[config.mk]
export PLATFORM = sky130hd
export DESIGN_NAME = csv_coarse_seek
export DESIGN_NICKNAME = d
export VERILOG_FILES = /design/src/rtl/csv_pkg.sv /design/src/rtl/csv_coarse_seek.sv
export SDC_FILE = /design/constraint.sdc
export NUM_CORES = 1
export LEC_CHECK = 0
export BUFFER_PORTS_ARGS = -buffer_cell sky130_fd_sc_hd__buf_2
export CAP_MARGIN = 10
export CORE_MARGIN = 2
export CORE_UTILIZATION = 45
export CTS_BUF_LIST = sky130_fd_sc_hd__clkbuf_16
export DETAILED_ROUTE_END_ITERATION = 16
export PLACE_DENSITY = 0.69
export SLEW_MARGIN = 10
export SYNTH_ARGS = -nofsm -noshare
export SYNTH_HDL_FRONTEND = slang
export SYNTH_SLANG_ARGS = --single-unit
[constraint.sdc]
create_clock -name clk -period 13.9 [get_ports clk]
set_input_delay 1.39 -clock clk [delete_from_list [all_inputs] [get_ports clk]]
set_output_delay 1.39 -clock clk [all_outputs]
set_load 0.02 [all_outputs]
[src/rtl/csv_pkg.sv]
// Package for the coarse seek velocity control block.
// Assumes one 20 MHz clock domain; all analog parts sit outside.
package csv_pkg;

    // ****************************************
    // Clock and timing
    // ****************************************
    localparam int CLK_MHZ          = 20;
    localparam int CYL_PULSE_NS     = 4000;
    localparam int CLK_PERIOD_NS    = 1000 / CLK_MHZ;
    localparam int CYL_PULSE_CYC    = (CYL_PULSE_NS + CLK_PERIOD_NS - 1) / CLK_PERIOD_NS;

    // ****************************************
    // Widths and thresholds
    // ****************************************
    localparam int CYL_W            = 16;
    localparam int VEL_W            = 8;
    localparam int TMR_W            = 16;
    localparam int TBL_TOP          = 255;
    localparam logic [CYL_W-1:0] FILL_LIMIT  = 16'h0010;
    localparam logic [CYL_W-1:0] CLAMP_LIMIT = 16'h0100;
    localparam int FILL_LSB         = 6;
    localparam int FILL_MSB         = 7;
    localparam logic [VEL_W-1:0] FILL_MASK   = 8'h3f;

    // ****************************************
    // Types
    // ****************************************
    typedef enum logic [1:0] {
        CSV_IDLE,
        CSV_COARSE,
        CSV_SETTLE
    } csv_mode_e;

    // Request from the control processor
    typedef struct packed {
        logic             seek;
        logic             home;
        logic [CYL_W-1:0] curCyl;
        logic [CYL_W-1:0] dstCyl;
        logic             preset;
    } csv_req_s;

    // Region controls toward the velocity generator
    typedef struct packed {
        logic regionA;
        logic regionB;
        logic amplify;
        logic integrate;
        logic invertIn;
    } csv_vel_s;

endpackage
[src/rtl/csv_coarse_seek.sv]
// Coarse seek velocity control: tracks-to-go, velocity codes, crossing pulse,
// region sequencing and seek status flags.
// Assumes detector inputs are asynchronous comparator outputs.
`timescale 1ns/10ps
`default_nettype none

module csv_coarse_seek #(
    parameter int TIMEOUT_CYC = 400000,
    parameter int PULSE_CYC   = csv_pkg::CYL_PULSE_CYC
) (
    // Clock and reset
    input  wire logic                     clk,
    input  wire logic                     rstn,
    // Processor side
    input  wire csv_pkg::csv_req_s        req,
    input  wire logic                     speedCheckStart,
    output logic [csv_pkg::TMR_W-1:0]     speedCount,
    output logic [csv_pkg::CYL_W-1:0]     tracksToGo,
    output logic                          onTrack,
    output logic                          seekFault,
    output csv_pkg::csv_mode_e            mode,
    // Detector inputs
    input  wire logic                     posPeak,
    input  wire logic                     posPeakPlus,
    input  wire logic                     posPeakMinus,
    input  wire logic                     zeroCross,
    input  wire logic                     halfTrack,
    input  wire logic                     fineHold,
    input  wire logic                     forward,
    // Analog side
    output logic [csv_pkg::VEL_W-1:0]     dacCode,
    output logic [1:0]                    fillSel,
    output logic                          integClamp,
    output logic                          cylPulse,
    output logic                          posSlope,
    output csv_pkg::csv_vel_s             velCtl
);
    import csv_pkg::*;

    // ****************************************
    // Input synchronisers
    // ****************************************
    localparam int NSYNC = 7;
    logic [NSYNC-1:0] syncA;
    logic [NSYNC-1:0] syncB;
    logic             peakS, peakPS, peakMS, zeroS, halfS, holdS, fwdS;
    logic             holdD;

    always_ff @(posedge clk or negedge rstn) begin
        if (!rstn) begin
            syncA <= '0;
            syncB <= '0;
        end else begin
            syncA <= {posPeak, posPeakPlus, posPeakMinus, zeroCross, halfTrack, fineHold, forward};
            syncB <= syncA;
        end
    end
    assign {peakS, peakPS, peakMS, zeroS, halfS, holdS, fwdS} = syncB;

    always_ff @(posedge clk or negedge rstn) begin
        if (!rstn) holdD <= 1'b0;
        else       holdD <= holdS;
    end

    // ****************************************
    // Velocity table
    // ****************************************
    // Fill steps near the target, where the integrated velocity is small
    localparam logic [7:0] FILL3_BELOW = 8'h04;
    localparam logic [7:0] FILL2_BELOW = 8'h08;
    localparam logic [7:0] FILL1_BELOW = 8'h10;

    // Square-root profile, scaled so 255 tracks gives the top code.
    // Fill bits rise as the target nears, where the integrated velocity is small.
    function automatic logic [VEL_W-1:0] velLookup(input logic [CYL_W-1:0] t);
        logic [7:0] idx;
        logic [7:0] root;
        logic [1:0] fill;
        idx  = (t > CYL_W'(TBL_TOP)) ? 8'hff : t[7:0];
        root = 8'h00;
        for (int b = 3; b >= 0; b--) begin
            if ((({4'h0, root[3:0]} | (8'h01 << b)) * ({4'h0, root[3:0]} | (8'h01 << b)))
                <= {8'h00, idx})
                root[3:0] = root[3:0] | 4'(1 << b);
        end
        if (idx < FILL3_BELOW)      fill = 2'h3;
        else if (idx < FILL2_BELOW) fill = 2'h2;
        else if (idx < FILL1_BELOW) fill = 2'h1;
        else                  fill = 2'h0;
        velLookup = (t < FILL_LIMIT) ? {fill, root[3:0], 2'h0}
                                     : 8'({root[3:0], 4'h0} | {4'h0, root[3:0]});
    endfunction

    function automatic logic [CYL_W-1:0] absDiff(input logic [CYL_W-1:0] a,
                                                 input logic [CYL_W-1:0] b);
        absDiff = (a > b) ? CYL_W'(a - b) : CYL_W'(b - a);
    endfunction

    // ****************************************
    // Crossing pulse one-shot
    // ****************************************
    localparam int PW = $clog2(PULSE_CYC + 1);
    logic          armed;
    logic [PW-1:0] pulseCnt;
    logic          zeroD;
    logic          crossEdge;

    always_ff @(posedge clk or negedge rstn) begin
        if (!rstn) zeroD <= 1'b0;
        else       zeroD <= zeroS;
    end
    assign crossEdge = zeroS && !zeroD;

    always_ff @(posedge clk or negedge rstn) begin
        if (!rstn) begin
            armed    <= 1'b0;
            pulseCnt <= '0;
        end else if (peakS) begin
            armed <= 1'b1;
            if (pulseCnt != '0) pulseCnt <= pulseCnt - PW'(1);
        end else if (armed && crossEdge && pulseCnt == '0) begin
            armed    <= 1'b0;
            pulseCnt <= PW'(PULSE_CYC);
        end else if (pulseCnt != '0) begin
            pulseCnt <= pulseCnt - PW'(1);
        end
    end

    always_ff @(posedge clk or negedge rstn) begin
        if (!rstn) cylPulse <= 1'b0;
        else       cylPulse <= (pulseCnt != '0);
    end

    // Falling edge of the pulse marks one finished crossing
    logic cylPulseD;
    logic crossDone;
    always_ff @(posedge clk or negedge rstn) begin
        if (!rstn) cylPulseD <= 1'b0;
        else       cylPulseD <= cylPulse;
    end
    assign crossDone = cylPulseD && !cylPulse;

    // Code waits one edge so the table sees the decremented count
    logic crossDoneD;
    always_ff @(posedge clk or negedge rstn) begin
        if (!rstn) crossDoneD <= 1'b0;
        else       crossDoneD <= crossDone;
    end

    // ****************************************
    // Seek sequencing
    // ****************************************
    logic               start;
    logic               seeking;
    logic [TMR_W+8-1:0] seekTimer;
    logic               timedOut;

    assign start    = (req.seek || req.home) && (mode != CSV_COARSE);
    assign seeking  = (mode == CSV_COARSE);
    assign timedOut = seeking && (seekTimer == (TMR_W+8)'(TIMEOUT_CYC));

    always_ff @(posedge clk or negedge rstn) begin
        if (!rstn) begin
            mode <= CSV_IDLE;
        end else begin
            case (mode)
                CSV_IDLE: begin
                    if (start) begin
                        mode <= CSV_COARSE;
                    end
                end
                CSV_COARSE: begin
                    if (timedOut) begin
                        mode <= CSV_IDLE;
                    end else if (tracksToGo == '0 && halfS) begin
                        mode <= CSV_SETTLE;
                    end
                end
                CSV_SETTLE: begin
                    if (start) begin
                        mode <= CSV_COARSE;
                    end
                end
                default: begin
                    mode <= CSV_IDLE;
                end
            endcase
        end
    end

    always_ff @(posedge clk or negedge rstn) begin
        if (!rstn)        seekTimer <= '0;
        else if (start)   seekTimer <= '0;
        else if (seeking) seekTimer <= seekTimer + (TMR_W+8)'(1);
    end

    // Home seek targets cylinder zero
    always_ff @(posedge clk or negedge rstn) begin
        if (!rstn) begin
            tracksToGo <= '0;
        end else if (start) begin
            tracksToGo <= req.home ? req.curCyl : absDiff(req.curCyl, req.dstCyl);
        end else if (seeking && crossDone && tracksToGo != '0) begin
            tracksToGo <= tracksToGo - CYL_W'(1);
        end
    end

    always_ff @(posedge clk or negedge rstn) begin
        if (!rstn)      posSlope <= 1'b0;
        else if (start) posSlope <= req.home ? 1'b0 : (req.dstCyl > req.curCyl);
    end

    // Fault set wins over the next request's clear
    always_ff @(posedge clk or negedge rstn) begin
        if (!rstn) begin
            seekFault <= 1'b0;
        end else if (timedOut) begin
            seekFault <= 1'b1;
        end else if (start) begin
            seekFault <= 1'b0;
        end
    end

    always_ff @(posedge clk or negedge rstn) begin
        if (!rstn) begin
            onTrack <= 1'b0;
        end else if (seeking && tracksToGo == '0 && halfS && !timedOut) begin
            onTrack <= 1'b1;
        end else if (start) begin
            onTrack <= 1'b0;
        end
    end

    // ****************************************
    // Spindle speed channel
    // ****************************************
    // Counts clocks between processor strobes; saturates rather than wraps.
    logic [TMR_W-1:0] speedRun;
    always_ff @(posedge clk or negedge rstn) begin
        if (!rstn) begin
            speedRun   <= '0;
            speedCount <= '0;
        end else if (speedCheckStart) begin
            speedCount <= speedRun;
            speedRun   <= '0;
        end else if (speedRun != '1) begin
            speedRun <= speedRun + TMR_W'(1);
        end
    end

    // ****************************************
    // Velocity code and integrator clamp
    // ****************************************
    logic [VEL_W-1:0] tblCode;
    assign tblCode = velLookup(tracksToGo);

    always_ff @(posedge clk or negedge rstn) begin
        if (!rstn) begin
            dacCode <= '0;
            fillSel <= '0;
        end else if (start) begin
            dacCode <= '0;
            fillSel <= '0;
        end else if (seeking && (crossDoneD || seekTimer == '0)) begin
            if (tracksToGo < FILL_LIMIT) begin
                dacCode <= tblCode & FILL_MASK;
                fillSel <= tblCode[FILL_MSB:FILL_LSB];
            end else begin
                dacCode <= tblCode;
                fillSel <= '0;
            end
        end
    end

    always_ff @(posedge clk or negedge rstn) begin
        if (!rstn) integClamp <= 1'b0;
        else       integClamp <= seeking && (tracksToGo < CLAMP_LIMIT) && (pulseCnt != '0);
    end

    // ****************************************
    // Region sequencing for velocity measurement
    // ****************************************
    logic peakLatch;
    logic inPeak;
    logic inPeakD;
    logic firstHalf;

    assign inPeak = peakPS || peakMS;

    always_ff @(posedge clk or negedge rstn) begin
        if (!rstn) inPeakD <= 1'b0;
        else       inPeakD <= inPeak;
    end

    always_ff @(posedge clk or negedge rstn) begin
        if (!rstn) begin
            peakLatch <= 1'b0;
            firstHalf <= 1'b0;
        end else if (start) begin
            firstHalf <= 1'b1;
        end else if (holdS && !holdD && firstHalf) begin
            peakLatch <= req.preset;
        end else if (inPeak && !inPeakD) begin
            firstHalf <= 1'b0;
            peakLatch <= peakPS;
        end
    end

    always_ff @(posedge clk or negedge rstn) begin
        if (!rstn) begin
            velCtl <= '0;
        end else begin
            velCtl.regionA   <= !inPeak && peakLatch;
            velCtl.regionB   <= !inPeak && !peakLatch;
            velCtl.amplify   <= !inPeak;
            velCtl.integrate <= inPeak;
            velCtl.invertIn  <= peakLatch ^ fwdS;
        end
    end

endmodule

`default_nettype wire

==> metrics.md <==
| Metric | Value |
|---|---|
| Layout fillers | `roughly 1500` |
| Share of cells above drive strength 1 | `roughly a fifth` |
| Die width | `134 um` |
| Initial DRC count | `~440` |
| Worst EP required | `14.20 ns` |
| TritonRoute pass-1 iters | `5` |
| DP HPWL | `roughly 13 mm` |
| Diode count | `0` |
| # Post-CTS Setup Buffers | `0` |
| Internal power | `~770 uW` |
| Top post-synthesis cells by area | `dfrtp_1, ha_1, nor2_1` |
| Share of total power in sequential cells | `between 30 and 40%` |
| Fin Clk Skew | `about 0.0096 ns` |
| Flop and latch count out of synthesis | `122` |
| Final worst-path cycle share | `approximately 51%` |
| Core area | `about 17000 um2` |
| Post-Synthesis Cells | `~820` |
| Die Area | `17900 um2` |
| RSZ-0062 raised after global routing | `no` |
| Outcome | `complete, no violations` |
| Crit Path Class | `flip-flop to flip-flop` |
| Clock Sinks | `approximately 120` |
| Final Max Tran Viols | `0` |
| Overall routing resource usage | `roughly a fifth` |
| Num ports | `between 90 and 100` |
| Area grow syn2layout | `16.0%` |
| Fin. Hold Viols | `0` |
| GPL Wtd Cong | `about 0.92` |
| Synth Flop Type | `dfrtp_1` |
| Number of flops mapped to enable cells by yosys | `0` |
| # rows | `47` |
| Max rail drop VDD | `slightly above 0.08 mV` |
| Avg Inst Size Synth | `~9.3 um2` |
| Initial antenna violation count | `0` |
| TritonCTS clock tree | `built` |
| CTS Hold Bufs | `0` |
| Critical path's slowest cell | `or4_1` |
| Seq/Total Area, Yosys | `roughly 40%` |
| Hold Crit Class | `flip-flop to flip-flop` |
| Post-cts resize count | `0` |
| CTS root buf | `clkbuf_16` |
| Sw Ratio | `around 31%` |
| Cell repeated most along the worst path | `ha_1` |
| First-pass GRT wire length | `approximately 29 mm` |
| Combinational Power Share | `21.8%` |
| Fin nets | `1003` |
| Final Critical Period | `between 7 and 8 ns` |
| Dominant cell type by area after synthesis | `dfrtp_1` |
| Max-cap viol count | `0` |
| Clock network power share | `about two fifths` |
| Synth cell types | `69` |
| Leakage | `roughly 4.2 nW` |
| Vias in the first global route | `5902` |
| Setup Viol. Count Final | `0` |
| Worst slew pin tran | `about 1.1 ns` |
| Peak fanout along the critical path | `13` |
| Synth warnings | `0` |
| Top cells by count, synth | `dfrtp_1, nor2_1, nand2_1, inv_1, ha_1` |
| Die Ht | `approximately 130 um` |
| Final Total Pwr | `1.12 mW` |
| Count leader, synth | `dfrtp_1` |
| IO buf count | `98` |
| Min Hold Slack | `roughly 0.35 ns` |
| Vias per inst | `~5.5` |
| DRT antenna net count | `0` |
| Ys async rst share | `between 90% and 100%` |
| CTS max path bufs | `2` |
| WP buf/inv | `3` |
| Worst slew margin | `23.4%` |
| Power Density | `~130 nW/um2` |
| Vias | `between 6000 and 7000` |
| Fmax | `140 MHz` |
| Initial Utilization | `a little under half` |
| Max incr delay on CP | `approximately 0.61 ns` |
| Worst-Skew Late Latency | `slightly above 0.4 ns` |
| Number of H-tree levels | `4` |
| DRC viols | `0` |
| Drt total wl | `17.6 mm` |
| Critical path arrival | `7.43 ns` |
| CP Launch Type | `flip-flop` |
| Largest net degree at the start of global routing | `73` |
| TritonCTS Buffers | `17` |
| Mapped Nets | `approximately 900` |
| Gr ovfl total | `0` |
| Post-Route Setup TNS | `0 ns` |
| Share of the synthesized area in the top cell type | `between 40% and 50%` |
| Mapped cell area | `7580 um2` |
| Switching pwr | `approximately 350 uW` |
| Wire length per cell | `approximately 16 um` |
| Clk slew on worst S/H paths | `around 0.05 ns` |
| Delay-heaviest family, CP | `simple AND/OR/NAND/NOR gates` |
| Worst Setup End Kind | `flip-flop` |
==> power groups by stage <==
stage	sequential (mW)	clock [mW]	combinational [mW]
floorplan	0.460	0	0.148
global placement	0.443	0	0.241
detailed placement	0.444	0	0.244
finish	0.440	0.435	0.244
global route	0.446	0.461	0.271
CTS	0.439	0.442	0.245
==> logic make-up after synthesis <==
logic type      count (synthesis)  share of synthesized area (%)
flops                         122                           40.3
fa+ha+maj                      57                           9.70
mux                            38                           5.41
xor+xnor                       49                           5.66
buf+inv                        91                           5.01
compound gates                189                           16.4
simple gates                  270                           17.6
==> through the flow <==
stage          cell area (um2)  utilization (%)  setup slack [ns]  instances
2_1_floorplan             7580                -              7.52        816
3_3_place_gp              8220             49.7              6.95       1102
3_5_place_dp              8220             49.7              6.77       1102
4_1_cts                   8800             53.3              6.74       1132
5_1_grt                   8800             53.3              6.00       1132
6_report                  8800             53.3              6.77       1132
==> final timing paths <==
check | startpoint | cells past startpoint | slack (ns) | to
worst max-delay path | tracksToGo[11] | 28 | 6.77 | dacCode[2]
worst min-delay path | syncA[5] | 0 | 0.35 | syncB[5]
worst max register to register | tracksToGo[11] | 28 | 6.77 | dacCode[2]
worst min register to register | syncA[5] | 0 | 0.35 | syncB[5]
max in group asynchronous | rstn | 2 | 11.59 | speedCount[6]
min in group asynchronous | rstn | 1 | 1.08 | velCtl[0]
==> metal layers <==
metal  vias to the layer above  wire [um]  GRT usage [%]
met2                       156       8250           32.8
met5                         -          0              0
met1                      3001       8270           28.2
li1                       3067          -              -
met3                        20        888           4.46
met4                         0        195           4.26
==> layout make-up <==
class | instances | area (um2) | share of cell area, %
Inverter | 55 | 206 | 2.35
Multi-Input combinational cell | 603 | 4160 | 47.3
Sequential cell | 122 | 3050 | 34.7
Tap cell | 220 | 275 | 3.13
Clock buffer | 17 | 425 | 4.83
Clock inverter | 13 | 155 | 1.76
Timing Repair Buffer | 102 | 523 | 5.94
==> flip-flops by register name, indices dropped and copies added (netlist names), 2 cells and up <==
name,flops
dacCode,8
fillSel,2
mode,2
pulseCnt,7
seekTimer,24
speedCount,16
speedRun,16
syncA,7
syncB,7
tracksToGo,16
velCtl,5
==> placed cells by master, fill, tap and decap left out, types with 12 or more instances in the layout <==
| master | n |
|---|---|
| xnor2_1 | 26 |
| a21oi_1 | 45 |
| nor3_1 | 17 |
| buf_2 | 97 |
| a21o_1 | 20 |
| ha_1 | 54 |
| nand4_1 | 19 |
| mux2_2 | 16 |
| nand3_1 | 33 |
| inv_1 | 55 |
| xor2_1 | 23 |
| dfrtp_1 | 122 |
| clkbuf_16 | 17 |
| a31oi_1 | 12 |
| o21ai_0 | 42 |
| mux2i_1 | 20 |
| nor2_1 | 72 |
| nand2_1 | 65 |
Note: power is estimated with default switching activity, not from simulation.
